## config.mk

```make
export PLATFORM = sky130hd
export DESIGN_NAME = quad_bus_transceiver_reg_latch
export DESIGN_NICKNAME = d
export VERILOG_FILES = /design/src/logic/xcvr_pkg.sv /design/src/logic/bit_slice.sv /design/src/logic/quad_bus_transceiver_reg_latch.sv
export SDC_FILE = /design/constraint.sdc
export NUM_CORES = 1
export LEC_CHECK = 0
export BUFFER_PORTS_ARGS = -buffer_cell sky130_fd_sc_hd__clkbuf_2
export CAP_MARGIN = 20
export CORE_UTILIZATION = 45
export DETAILED_ROUTE_END_ITERATION = 8
export PLACE_DENSITY = 0.72
export SLEW_MARGIN = 20
export SYNTH_ARGS = -nofsm -noshare
export SYNTH_HDL_FRONTEND = slang
export SYNTH_HIERARCHICAL = 1
export SYNTH_SLANG_ARGS = --single-unit
export TNS_END_PERCENT = 20
```

## constraint.sdc

```tcl
create_clock -name ref_clk -period 2.79 [get_ports ref_clk]
set_input_delay 0.558 -clock ref_clk [delete_from_list [all_inputs] [get_ports ref_clk]]
set_output_delay 0.558 -clock ref_clk [all_outputs]
set_load 0.01 [all_outputs]
```

## src/logic/xcvr_pkg.sv

```systemverilog
// Constants shared by the quad bus transceiver and its bit slice.
// Assumes all pin-side inputs arrive asynchronously to ref_clk.
package xcvr_pkg;
  localparam int unsigned LANES = 4;

  // Register byte offsets on the Avalon-MM slave
  localparam logic [3:0] CTRL_OFS = 4'h0;
  localparam logic [3:0] STATUS_OFS = 4'h4;
  localparam logic [3:0] COUNT_OFS = 4'h8;

  // Control register fields
  localparam int unsigned CTRL_CAPTURE_BIT = 0;

  // Status register fields
  localparam int unsigned ST_DRV_LSB = 0;
  localparam int unsigned ST_LATCH_LSB = 4;
  localparam int unsigned ST_BUS_LSB = 8;
  localparam int unsigned ST_DRIVE_ON_BIT = 12;
  localparam int unsigned ST_RX_ON_BIT = 13;
  localparam int unsigned ST_SEL_BIT = 14;
  localparam int unsigned ST_HOLD_BIT = 15;

  // Layout of the synchroniser vector
  localparam int unsigned SYNC_W = 17;
  localparam int unsigned SY_CLK = 16;
  localparam int unsigned SY_SEL = 15;
  localparam int unsigned SY_FIRST_LSB = 11;
  localparam int unsigned SY_SECOND_LSB = 7;
  localparam int unsigned SY_BE_N = 6;
  localparam int unsigned SY_HOLD = 5;
  localparam int unsigned SY_OE_N = 4;
  localparam int unsigned SY_BUS_LSB = 0;

  // Values after reset: both active-low enables read as disabled
  localparam logic [16:0] SYNC_RST = 17'h00050;
  localparam logic DRV_BIT_RST = 1'h0;
  localparam logic LATCH_BIT_RST = 1'h0;
  localparam logic CLK_PREV_RST = 1'h0;
  localparam logic [15:0] COUNT_RST = 16'h0000;
  localparam logic [31:0] READ_RST = 32'h0000_0000;
  localparam logic [31:0] UNMAPPED_READ = 32'h0000_0000;
endpackage

```

## src/logic/bit_slice.sv

```systemverilog
// One bit position: word multiplexer, driver register bit and receive latch bit.
// Assumes capture is a one-cycle pulse and all inputs are already on ref_clk.
`timescale 1ns/10ps
module bit_slice (
  // Clock and reset
  input wire logic ref_clk,
  input wire logic arst_n,
  // Driver side
  input wire logic first_bit,
  input wire logic second_bit,
  input wire logic word_select,
  input wire logic capture,
  // Receiver side
  input wire logic bus_bit,
  input wire logic hold,
  // State
  output logic drv_q,
  output logic latch_q
);
  logic drv_r;
  logic drv_nxt;
  logic latch_r;
  logic latch_nxt;
  logic mux_out;

  always_comb begin
    mux_out = word_select ? second_bit : first_bit;
    drv_nxt = drv_r;
    if (capture) begin
      drv_nxt = mux_out;
    end
  end

  always_ff @(posedge ref_clk or negedge arst_n) begin
    if (!arst_n) begin
      drv_r <= xcvr_pkg::DRV_BIT_RST;
    end else begin
      drv_r <= drv_nxt;
    end
  end

  // Open latch follows the inverted bus level, closed latch keeps its value
  always_comb begin
    latch_nxt = latch_r;
    if (!hold) begin
      latch_nxt = ~bus_bit;
    end
  end

  always_ff @(posedge ref_clk or negedge arst_n) begin
    if (!arst_n) begin
      latch_r <= xcvr_pkg::LATCH_BIT_RST;
    end else begin
      latch_r <= latch_nxt;
    end
  end

  assign drv_q = drv_r;
  assign latch_q = latch_r;
endmodule // bit_slice

```

## src/logic/quad_bus_transceiver_reg_latch.sv

```systemverilog
// Quad bus transceiver: muxed driver register onto four inverting three-state
// bus lines, and an inverting transparent receive latch with three-state outputs.
// Assumes every pin input is asynchronous to ref_clk and is synchronised here;
// the wire level of the shared lines is resolved outside from the enables.
//
// The implementer's own choices: the register addresses and the Avalon-MM slave port.
`timescale 1ns/10ps
module quad_bus_transceiver_reg_latch (
  // Clock and reset
  input wire logic ref_clk,
  input wire logic arst_n,
  // Driver side pins
  input wire logic driver_register_clock,
  input wire logic word_select,
  input wire logic [3:0] first_word_inputs,
  input wire logic [3:0] second_word_inputs,
  input wire logic bus_drive_enable_n,
  // Shared bus lines
  input wire logic [3:0] shared_line_pins_in,
  output logic [3:0] shared_line_pins_out,
  output logic shared_line_pins_oe,
  // Receiver side pins
  input wire logic receive_latch_hold,
  input wire logic receive_output_enable_n,
  output logic [3:0] receiver_outputs,
  output logic receiver_outputs_oe,
  // Avalon-MM slave
  input wire logic [3:0] avs_address,
  input wire logic avs_read,
  input wire logic avs_write,
  input wire logic [31:0] avs_writedata,
  output logic [31:0] avs_readdata,
  output logic avs_waitrequest
);
  logic [16:0] pins_all;
  logic [16:0] sync1_r;
  logic [16:0] sync1_nxt;
  logic [16:0] sync2_r;
  logic [16:0] sync2_nxt;
  logic clk_prev_r;
  logic clk_prev_nxt;
  logic pin_rise;
  logic sw_capture;
  logic capture;
  logic sel_s;
  logic [3:0] first_s;
  logic [3:0] second_s;
  logic be_n_s;
  logic hold_s;
  logic oe_n_s;
  logic [3:0] bus_s;
  logic [3:0] drv_q;
  logic [3:0] latch_q;
  logic ack_r;
  logic ack_nxt;
  logic [31:0] rdata_r;
  logic [31:0] rdata_nxt;
  logic [31:0] status_word;
  logic [15:0] count_r;
  logic [15:0] count_nxt;
  logic req;
  logic wr_accept;
  logic count_clr;

  assign pins_all = {driver_register_clock, word_select, first_word_inputs,
                     second_word_inputs, bus_drive_enable_n, receive_latch_hold,
                     receive_output_enable_n, shared_line_pins_in};

  // Two-stage synchroniser for every pin input
  always_comb begin
    sync1_nxt = pins_all;
    sync2_nxt = sync1_r;
  end

  always_ff @(posedge ref_clk or negedge arst_n) begin
    if (!arst_n) begin
      sync1_r <= xcvr_pkg::SYNC_RST;
      sync2_r <= xcvr_pkg::SYNC_RST;
    end else begin
      sync1_r <= sync1_nxt;
      sync2_r <= sync2_nxt;
    end
  end

  assign sel_s = sync2_r[xcvr_pkg::SY_SEL];
  assign first_s = sync2_r[xcvr_pkg::SY_FIRST_LSB +: 4];
  assign second_s = sync2_r[xcvr_pkg::SY_SECOND_LSB +: 4];
  assign be_n_s = sync2_r[xcvr_pkg::SY_BE_N];
  assign hold_s = sync2_r[xcvr_pkg::SY_HOLD];
  assign oe_n_s = sync2_r[xcvr_pkg::SY_OE_N];
  assign bus_s = sync2_r[xcvr_pkg::SY_BUS_LSB +: 4];

  // Rising edge of the driver register clock, found on the synchronised copy
  always_comb begin
    clk_prev_nxt = sync2_r[xcvr_pkg::SY_CLK];
  end

  always_ff @(posedge ref_clk or negedge arst_n) begin
    if (!arst_n) begin
      clk_prev_r <= xcvr_pkg::CLK_PREV_RST;
    end else begin
      clk_prev_r <= clk_prev_nxt;
    end
  end

  assign pin_rise = sync2_r[xcvr_pkg::SY_CLK] & ~clk_prev_r;
  assign capture = pin_rise | sw_capture;

  // Identical slices, all sharing one set of controls
  genvar gi;
  generate
    for (gi = 0; gi < xcvr_pkg::LANES; gi = gi + 1) begin : g_lane
      bit_slice u_slice (
        .ref_clk(ref_clk),
        .arst_n(arst_n),
        .first_bit(first_s[gi]),
        .second_bit(second_s[gi]),
        .word_select(sel_s),
        .capture(capture),
        .bus_bit(bus_s[gi]),
        .hold(hold_s),
        .drv_q(drv_q[gi]),
        .latch_q(latch_q[gi])
      );
    end
  endgenerate

  // Pin outputs
  assign shared_line_pins_out = ~drv_q;
  assign shared_line_pins_oe = ~be_n_s;
  assign receiver_outputs = latch_q;
  assign receiver_outputs_oe = ~oe_n_s;

  // Avalon-MM slave: one wait cycle, answer on the second cycle of a request
  assign req = avs_read | avs_write;
  assign avs_waitrequest = req & ~ack_r;
  assign wr_accept = avs_write & ack_r;
  assign count_clr = wr_accept && (avs_address == xcvr_pkg::COUNT_OFS);
  assign sw_capture = wr_accept && (avs_address == xcvr_pkg::CTRL_OFS) &&
                      avs_writedata[xcvr_pkg::CTRL_CAPTURE_BIT];

  always_comb begin
    status_word = 32'h0000_0000;
    status_word[xcvr_pkg::ST_DRV_LSB +: 4] = drv_q;
    status_word[xcvr_pkg::ST_LATCH_LSB +: 4] = latch_q;
    status_word[xcvr_pkg::ST_BUS_LSB +: 4] = bus_s;
    status_word[xcvr_pkg::ST_DRIVE_ON_BIT] = ~be_n_s;
    status_word[xcvr_pkg::ST_RX_ON_BIT] = ~oe_n_s;
    status_word[xcvr_pkg::ST_SEL_BIT] = sel_s;
    status_word[xcvr_pkg::ST_HOLD_BIT] = hold_s;
  end

  always_comb begin
    ack_nxt = req & ~ack_r;
    rdata_nxt = rdata_r;
    if (avs_read && !ack_r) begin
      if (avs_address == xcvr_pkg::CTRL_OFS) begin
        rdata_nxt = 32'h0000_0000;
      end else if (avs_address == xcvr_pkg::STATUS_OFS) begin
        rdata_nxt = status_word;
      end else if (avs_address == xcvr_pkg::COUNT_OFS) begin
        rdata_nxt = {16'h0000, count_r};
      end else begin
        rdata_nxt = xcvr_pkg::UNMAPPED_READ;
      end
    end
  end

  always_ff @(posedge ref_clk or negedge arst_n) begin
    if (!arst_n) begin
      ack_r <= 1'b0;
      rdata_r <= xcvr_pkg::READ_RST;
    end else begin
      ack_r <= ack_nxt;
      rdata_r <= rdata_nxt;
    end
  end

  assign avs_readdata = rdata_r;

  // Capture counter; a capture in the clearing cycle is still counted
  always_comb begin
    count_nxt = count_r;
    if (count_clr) begin
      count_nxt = capture ? 16'h0001 : 16'h0000;
    end else if (capture) begin
      count_nxt = count_r + 16'h0001;
    end
  end

  always_ff @(posedge ref_clk or negedge arst_n) begin
    if (!arst_n) begin
      count_r <= xcvr_pkg::COUNT_RST;
    end else begin
      count_r <= count_nxt;
    end
  end
endmodule // quad_bus_transceiver_reg_latch

```

After elaboration in Yosys (flattened, before gate mapping)
Cells that the tools add are included.
{ "totals": {"word_cells": 48, "inputBits": 57, "ff_bits": 92} }
{ "op_classes": {"bitwise_logic": 14, "n_mux": 10, "eq_ne": 2, "reduce_logical": 7, "n_addsub": 1} }
{ "op_table": {"columns": ["operator", "n"], "rows": [
  ["16-bit 2-to-1 mux", 5],
  ["16-bit by 1-bit adder with 16-bit output, second input constant", 1],
  ["1-bit NOT", 8],
  ["1-bit 2-to-1 mux", 5],
  ["4-bit by 3-bit == test with 1-bit output, second input constant", 1],
  ["4-bit == test, second input constant", 1],
  ["1-bit logical AND", 4],
  ["4-bit zero test", 1],
  ["4-bit NOT", 1],
  ["1-bit bitwise AND", 3],
  ["1-bit OR", 2],
  ["2-bit nonzero test", 1],
  ["1-bit zero test", 1]
]} }

Longest topological paths before layout
Gate-level depths: netlist (run 1).
{ "logic_depth": {"ltp_word": 6, "mapped_depth": 7} }

Hierarchy
Netlist (run 1), hierarchy kept.
{ "by_module_without_submodules": {"columns": ["module", "cells_per_inst", "seq_area_each_um2", "instances", "area_each_um2"], "rows": [
  ["quad_bus_transceiver_reg_latch", 236, 1706.6, 1, 2732.6],
  ["bit_slice", 7, 50.0, 4, 82.6]
]} }

Least setup slack after synthesis (run 1)
Ideal clock, no wire load.
{ "synth_path": {"path_type": "input to register", "from": "input port avs_address[3]", "to": "register count_r[10]", "required_time_ns": 2.713, "path_buffers": 1, "setup_time_ns": 0.077, "arrival_ns": 1.611, "stages": 5, "path_slack_ns": 1.102, "cell_sequence": "and4b_1 -> a21oi_2 -> buf_6 -> or4_1 -> a21oi_1"} }
{ "synth_via": {"elab_chain_cells": 5} }
{ "synth_rtl": {"columns": ["item", "line", "text"], "rows": [
  ["start, declared", "quad_bus_transceiver_reg_latch.sv:28", "input wire logic [3:0] avs_address,"],
  ["4-bit zero test", "quad_bus_transceiver_reg_latch.sv:139", "assign sw_capture = wr_accept && (avs_address == xcvr_pkg::CTRL_OFS) &&"],
  ["1-bit logical AND (2 in a row)", "quad_bus_transceiver_reg_latch.sv:139", null],
  ["1-bit OR", "quad_bus_transceiver_reg_latch.sv:107", "assign capture = pin_rise | sw_capture;"],
  ["2-bit nonzero test (no line)", null, null],
  ["end signal, assigned", "quad_bus_transceiver_reg_latch.sv:193", "count_r <= xcvr_pkg::COUNT_RST;"],
  ["end signal, assigned", "quad_bus_transceiver_reg_latch.sv:195", "count_r <= count_nxt;"],
  ["end, declared", "quad_bus_transceiver_reg_latch.sv:59", "logic [15:0] count_r;"]
]} }
Parallel ways exist; a longest one is shown, timed or not.
A chain may end at the register's enable or synchronous reset.

Final worst setup path (run 1)
{ "layout_path": {"from": "register count_r[0]", "to": "register count_r[6]"} }
{ "layout_via": {"elab_chain_cells": 3} }
{ "layout_rtl": {"columns": ["item", "line", "text"], "rows": [
  ["16-bit by 1-bit adder with 16-bit output", "quad_bus_transceiver_reg_latch.sv:187", "count_nxt = count_r + 16'h0001;"],
  ["16-bit 2-to-1 mux", "quad_bus_transceiver_reg_latch.sv:186", "end else if (capture) begin"],
  ["16-bit 2-to-1 mux", "quad_bus_transceiver_reg_latch.sv:184", "if (count_clr) begin"]
]} }
No other way between the ends. The select of a mux whose other input is x is not followed.

==> reports/metrics.csv, run 1 <==
stage;metric;value;unit
outcome;outcome;finished with violations;
outcome;violations;design-rule violations;
hold_path;hp-start;bus_drive_enable_n;
worst_setup_path;critPathKind;register to register;
worst_setup_path;cp-start-kind;register;
power_and_ir_drop;ir_drop;0.000371;V
synth;synth.largest_area_cell;dfrtp_1;
run;drv_cap;0;
clocking;cts_tree;built;
detailed_routing;met1_length;2540;um
floorplanning;die_area;7140;um2
worst_setup_path;path_cells;ha_1 > nand4_1 > or2_2 > or3_1 > a21oi_1;
synth;yosysTopAreaCellShare;58.8;%
synth;synth_seq_cells;76;
grt;grt_util_all_layers;17.4;%
synth;synth.distinct_cells;32;
synth;synth_edf_count;0;
clocking;cts_buffer_depth;2;
floorplanning;coreArea;6460;um2
worst_setup_path;rrSetupSlack;0.83;ns
clocking;cts_made_buffers;9;
sta;slew_headroom;26.4;%
sta;tightest_slew;1.10;ns
sta;maxSlewViolCount;0;
hold_path;hold_depth;1;
place;dpl.hpwl;3710;um
grt;grt.overflow.total;0;
power_and_ir_drop;power_frac_seq;52.2;%
synth;yosys_warnings;6;
power_and_ir_drop;leakage;1.66;nW
clocking;h-tree-depth;3;
hold_path;hold_end;sync1_r[6]$_DFF_PN1_;
worst_setup_path;endpoint_kind;register;
sta;setup_viol;0;
place;place_congestion;0.799;
cells_and_area;multi_input_area;956;um2
cells_and_area;seq_area;1910;um2
grt;grt_pass1_wl;9440;um
cells_and_area;n_antenna_cell;0;
sta;tns;0;ns
synth;synth_area_per_cell;11.6;um2
cells_and_area;fillerInstances;573;
clocking;cts-resized-gates;0;
detailed_routing;drc;4;
floorplanning;io-pin-count;100;
worst_setup_path;cpMaxStageDelayCell;dfrtp_1;
synth;synth_common_cells;72 x dfrtp_1, 23 x o21ai_0, 20 x buf_4;
worst_setup_path;critical_path_peak_fanout;8;
grt;first_global_vias;1941;
detailed_routing;route.met2.wl;2790;um
clocking;cts_setup_buffers;0;
worst_setup_path;critPathTopFamily;simple AND/OR/NAND/NOR gates;
worst_setup_path;path_buf_inv;0;
clocking;clock_latency;0.35;ns
detailed_routing;ant_nets;0;
hold_path;holdCritPathClass;input pin to register;
floorplanning;die_h;84.5;um
detailed_routing;dr_wl_met3;241;um
power_and_ir_drop;combPwrFrac;9.5;%
detailed_routing;avgRoutedWirePerCell;14.4;um
floorplanning;num_rows;29;
detailed_routing;dr.max_layer_used;met4;
power_and_ir_drop;powerDensity;700;nW/um2
sta;fin_skew;0.0116;ns
power_and_ir_drop;p_sw;0.654;mW
synth;post-synth-top-count-cell;dfrtp_1;
worst_setup_path;r2r_end;count_r[6]$_DFFE_PN0P_;
worst_setup_path;cp.required;3.05;ns
synth;synth_flop_cell;dfrtp_1;
floorplanning;die_w;84.5;um
sta;hold_violations;0;
worst_setup_path;rr_startpoint;count_r[0]$_DFFE_PN0P_;
sta;fmax;511;MHz
cells_and_area;drive_gt1_share;25.1;%
grt;grt_max_degree;77;
detailed_routing;dr.pass1.iters;6;
power_and_ir_drop;p_int;1.81;mW
worst_setup_path;cp.arrival;2.21;ns
clocking;cts_sinks;76;
worst_setup_path;crit_start;count_r[0]$_DFFE_PN0P_;
sta;rsz0062_at_grt;no;
clocking;cts_hold_buf;0;
worst_setup_path;crit_path_max_incr_delay;0.49;ns
grt;antenna_found_initial;0;
detailed_routing;vias;2097;
cells_and_area;finalNetCount;372;
synth;synth_async_sr_flop_share;100;%
clocking;clk_pin_slew;0.08;ns
floorplanning;start_util;47.4;%
sta;min_period_over_period;70.1;%
synth;ys_top_cells_by_area;dfrtp_1 59%, buf_4 4.9%, a22oi_1 3.9%;
synth;yosysSeqAreaShare;62.3;%
sta;period_needed;1.96;ns
cells_and_area;area_delta_synth_final;15.1;%
detailed_routing;totalWireLength;5690;um
power_and_ir_drop;power;2.47;mW
power_and_ir_drop;power_frac_clock;38.3;%
worst_setup_path;reg2reg_depth;5;
detailed_routing;drt_iter0_drc;164;
detailed_routing;viasPerCell;5.30;
synth;syn_area;3060;um2
synth;netlist_instances;264;
power_and_ir_drop;switching_share;26.5;%
clocking;clockRootBuffer;clkbuf_8;
place;port_buffers;52;
==> how the worst max path moves through the flow <==
| stage | end | slack (ns) | cells past startpoint |
|---|---|---|---|
| floorplan | count_r[10]$_DFFE_PN0P_ | 1.10 | 5 |
| global placement | count_r[1]$_DFFE_PN0P_ | 0.79 | 5 |
| detailed placement | count_r[6]$_DFFE_PN0P_ | 0.76 | 5 |
| CTS | count_r[6]$_DFFE_PN0P_ | 0.83 | 5 |
| global route | count_r[6]$_DFFE_PN0P_ | 0.64 | 5 |
| finish | count_r[6]$_DFFE_PN0P_ | 0.83 | 5 |
==> flip-flops by register name, summed over array words and instances (netlist names) <==
name	cells
g_lane.u_slice/drv_q	4
sync2_r	17
clk_prev_r	1
avs_readdata	16
sync1_r	17
g_lane.u_slice/latch_q	4
count_r	16
ack_r	1
==> power groups by stage <==
stage	Sequential (mW)	Clock [mW]	Combinational (mW)
2_1_floorplan	1.27	0	0.176
3_3_place_gp	1.30	0	0.223
3_5_place_dp	1.31	0	0.237
4_1_cts	1.29	0.965	0.238
5_1_grt	1.31	1.01	0.267
6_report	1.29	0.946	0.234
==> metrics by stage <==
step	utilization (%)	setup WS (ns)	cell area (um2)	hold slack [ns]	std cells
2_1_floorplan	-	1.10	3120	0.262	279
5_1_grt	54.6	0.640	3530	0.267	396
6_report	54.6	0.834	3530	0.290	396
3_3_place_gp	51.0	0.789	3290	0.331	380
3_5_place_dp	51.0	0.759	3290	0.335	380
4_1_cts	54.6	0.833	3530	0.274	396
==> worst reg2reg max path, cell delays in order (launching register included) <==
cell	delay (ns)
dfrtp_1	0.49
ha_1	0.27
nand4_1	0.28
or2_2	0.38
or3_1	0.30
a21oi_1	0.16
==> routing by layer <==
| metal | up-vias | global-route usage (%) |
|---|---|---|
| met5 | - | 0 |
| li1 | 1005 | - |
| met4 | 0 | 8.78 |
| met2 | 59 | 27.4 |
| met1 | 1023 | 22.7 |
| met3 | 10 | 4.03 |
==> cell usage in the layout (no fill, tap or decap), drive strengths merged, types with 2 or more instances in the layout <==
master,instances
clkinv,3
bufinv,2
inv,14
or4,6
dfrtp,72
nand4,4
buf,4
and3,2
nand3,8
nor2,7
or3,8
dfstp,4
and4,6
o21ai,24
mux2i,9
nand2,19
conb,16
a21oi,19
clkbuf,61
o31ai,6
nor4b,2
a22oi,16
==> cell type report <==
cell class                      instances  share of cell area (%)
Clock inverter                          6                    2.70
Tap cell                               77                    2.73
Multi-Input combinational cell        159                    27.1
Timing Repair Buffer                   55                    8.09
Sequential cell                        76                    54.1
Inverter                               13                    1.38
Clock buffer                           10                    3.90
==> cells by family after synthesis <==
kind of cell               share of synthesized area, %
muxes                                              2.94
and+or+nand+nor                                    13.1
DFF                                                62.3
AOI/OAI and AO/OA                                  12.5
other                                             0.122
xor gates and xnor gates                          0.286
adders and majority gates                         0.408
buffers and inverters                              8.37
(Power assumes the default switching activity.)
==> inputs of run 2 (changes only) <==
==> constraint.sdc (replaced) <==
create_clock -name ref_clk -period 2 [get_ports ref_clk]
set_input_delay 0.4 -clock ref_clk [delete_from_list [all_inputs] [get_ports ref_clk]]
set_output_delay 0.4 -clock ref_clk [all_outputs]
set_load 0.01 [all_outputs]
==> run 2 against run 1 <==
  * The run still ends with design-rule violations left
  * Largest cell class unchanged
  * Sequential share of layout area down 0.94 points
  * Clock power is 23% higher
  * Critical endpoint is now count_r[14]$_DFFE_PN0P_
  * Global-route usage fell by 0.25 points
  * Critical path depth unchanged
  * Hold slack worse by 0.27 ns
  * Core utilization increased by 0.97 points
==> reports/metrics.csv, run 2 (synthesized netlist as in run 1, its figures left out) <==
stage;metric;value;unit;change
sta;setup_viol;0;;unchanged
cells_and_area;mostFrequentLayoutCells;72 x dfrtp_1, 51 x clkbuf_2, 23 x o21ai_0;;unchanged
worst_setup_path;critical_path_peak_fanout;30;;was 8
clocking;h-tree-depth;3;;unchanged
grt;grt.overflow.total;0;;unchanged
grt;grt_util_all_layers;17.2;%;was 17.4%
power_and_ir_drop;powerDensity;926;nW/um2;was 700 nW/um2
grt;grt_max_degree;35;;was 77
outcome;outcome;finished with violations;;unchanged
power_and_ir_drop;p_int;2.46;mW;was 1.81 mW
floorplanning;num_rows;29;;unchanged
detailed_routing;dr.pass1.iters;6;;unchanged
clocking;cts_made_buffers;9;;unchanged
clocking;cts_hold_buf;0;;unchanged
cells_and_area;final_core_util;55.6;%;was 54.6%
sta;period_needed;1.65;ns;was 1.96 ns
clocking;cts_buffer_depth;2;;unchanged
hold_path;holdCritPathClass;input pin to async pin;;was input pin to register
cells_and_area;area_delta_synth_final;17.2;%;was 15.1%
cells_and_area;largestRegisters;sync1_r x17, sync2_r x17;;unchanged
detailed_routing;drc;4;;unchanged
clocking;cts_sinks;76;;unchanged
power_and_ir_drop;p_sw;0.861;mW;was 0.654 mW
detailed_routing;viasPerCell;5.26;;was 5.30
detailed_routing;vias;2131;;was 2097
power_and_ir_drop;power_frac_clock;34.8;%;was 38.3%
floorplanning;io-pin-count;100;;unchanged
clocking;clock_latency;0.34;ns;was 0.35 ns
cells_and_area;n_antenna_cell;0;;unchanged
power_and_ir_drop;ir_drop;0.000596;V;was 0.000371 V
worst_setup_path;cp-start-kind;register;;unchanged
worst_setup_path;critPathKind;register to register;;unchanged
sta;rsz0062_at_grt;no;;unchanged
place;dpl.hpwl;4010;um;was 3710 um
sta;fin_skew;0.00588;ns;was 0.0116 ns
detailed_routing;avgRoutedWirePerCell;14.0;um;was 14.4 um
clocking;cts_tree;built;;unchanged
sta;hold_violations;0;;unchanged
worst_setup_path;cp.required;2.25;ns;was 3.05 ns
sta;fmax;606;MHz;was 511 MHz
sta;min_period_over_period;82.5;%;was 70.1%
power_and_ir_drop;power_frac_seq;53.0;%;was 52.2%
cells_and_area;mostFrequentLayoutCell;dfrtp_1;;unchanged
clocking;clockRootBuffer;clkbuf_8;;unchanged
sta;maxSlewViolCount;0;;unchanged
grt;first_global_vias;1976;;was 1941
grt;grt_pass1_wl;9440;um;unchanged
floorplanning;die_w;84.5;um;unchanged
cells_and_area;drive_gt1_share;26.8;%;was 25.1%
floorplanning;die_h;84.5;um;unchanged
clocking;cts_setup_buffers;0;;unchanged
floorplanning;coreArea;6460;um2;unchanged
outcome;violations;design-rule violations;;unchanged
detailed_routing;drt_iter0_drc;119;;was 164
cells_and_area;finalNetCount;381;;was 372
detailed_routing;totalWireLength;5690;um;about the same
power_and_ir_drop;combPwrFrac;12.2;%;was 9.5%
grt;antenna_found_initial;0;;unchanged
detailed_routing;ant_nets;0;;unchanged
power_and_ir_drop;switching_share;25.9;%;was 26.5%
place;place_congestion;0.857;;was 0.799
clocking;cts-resized-gates;0;;unchanged
clocking;clk_pin_slew;0.07;ns;was 0.08 ns
sta;whs;0.0150;ns;was 0.290 ns
sta;tns;0;ns;unchanged
worst_setup_path;endpoint_kind;register;;unchanged
floorplanning;die_area;7140;um2;unchanged
worst_setup_path;cp.arrival;1.90;ns;was 2.21 ns
place;port_buffers;52;;unchanged
run;drv_cap;0;;unchanged
floorplanning;start_util;47.4;%;unchanged
power_and_ir_drop;leakage;1.70;nW;was 1.66 nW
run 2: changes by cell type in the layout (fill, tap and decap cells not counted), sizes merged:
cell	change
buf	+9
clkbuf	+2
bufinv	-1
clkinv	-1
clkinvlp	+1
inv	-1
run 2: final cells by class:
class,instances,area (um2)
Clock inverter,4,47.5
Tap cell,77,96.3
Clock buffer,12,155
Timing Repair Buffer,64,378
Inverter,13,48.8
Fill cell,563,2870
Sequential cell,76,1910
Multi-Input combinational cell,159,956
run 2: critical path: stages (launching register included):
cell,delay (ns)
dfrtp_1,0.40
and4b_1,0.22
a21oi_2,0.07
buf_12,0.16
or4_1,0.52
a21oi_1,0.18
run 2: metrics by stage:
step | cells | area (um2) | worst slack (ns) | power, mW
after floorplan | 279 | 3120 | 0.383 | 2.02
after global placement | 389 | 3390 | 0.247 | 2.18
after detailed placement | 389 | 3390 | 0.213 | 2.20
after CTS | 405 | 3590 | 0.355 | 3.36
after global routing | 405 | 3590 | 0.268 | 3.49
final | 405 | 3590 | 0.351 | 3.32
run 2: power groups by stage:
stage | sequential [mW] | clock, mW | combinational, mW
after floorplan | 1.77 | 0 | 0.246
after global placement | 1.79 | 0 | 0.390
after detailed placement | 1.79 | 0 | 0.406
after CTS | 1.76 | 1.19 | 0.408
after global routing | 1.78 | 1.25 | 0.457
final | 1.76 | 1.16 | 0.404
run 2: layer usage:
layer	GRT usage (%)	vias to the layer above	wire length, um
met4	5.08	0	29
met5	0	-	0
met2	27.6	50	2860
li1	-	1018	-
met1	22.6	1058	2550
met3	5.11	5	256
run 2: path summary, 6_finish.rpt:
path | startpoint | end | slack (ns) | depth (start not counted)
min | arst_n | count_r[12]$_DFFE_PN0P_ | 0.01 | 1
max in group asynchronous | arst_n | sync2_r[2]$_DFF_PN0_ | 1.45 | 2
min in group ref_clk | bus_drive_enable_n | sync1_r[6]$_DFF_PN1_ | 0.14 | 1
max reg2reg | ack_r$_DFF_PN0_ | count_r[14]$_DFFE_PN0P_ | 0.35 | 5
max | ack_r$_DFF_PN0_ | count_r[14]$_DFFE_PN0P_ | 0.35 | 5
min reg2reg | sync1_r[1]$_DFF_PN0_ | sync2_r[1]$_DFF_PN0_ | 0.35 | 0
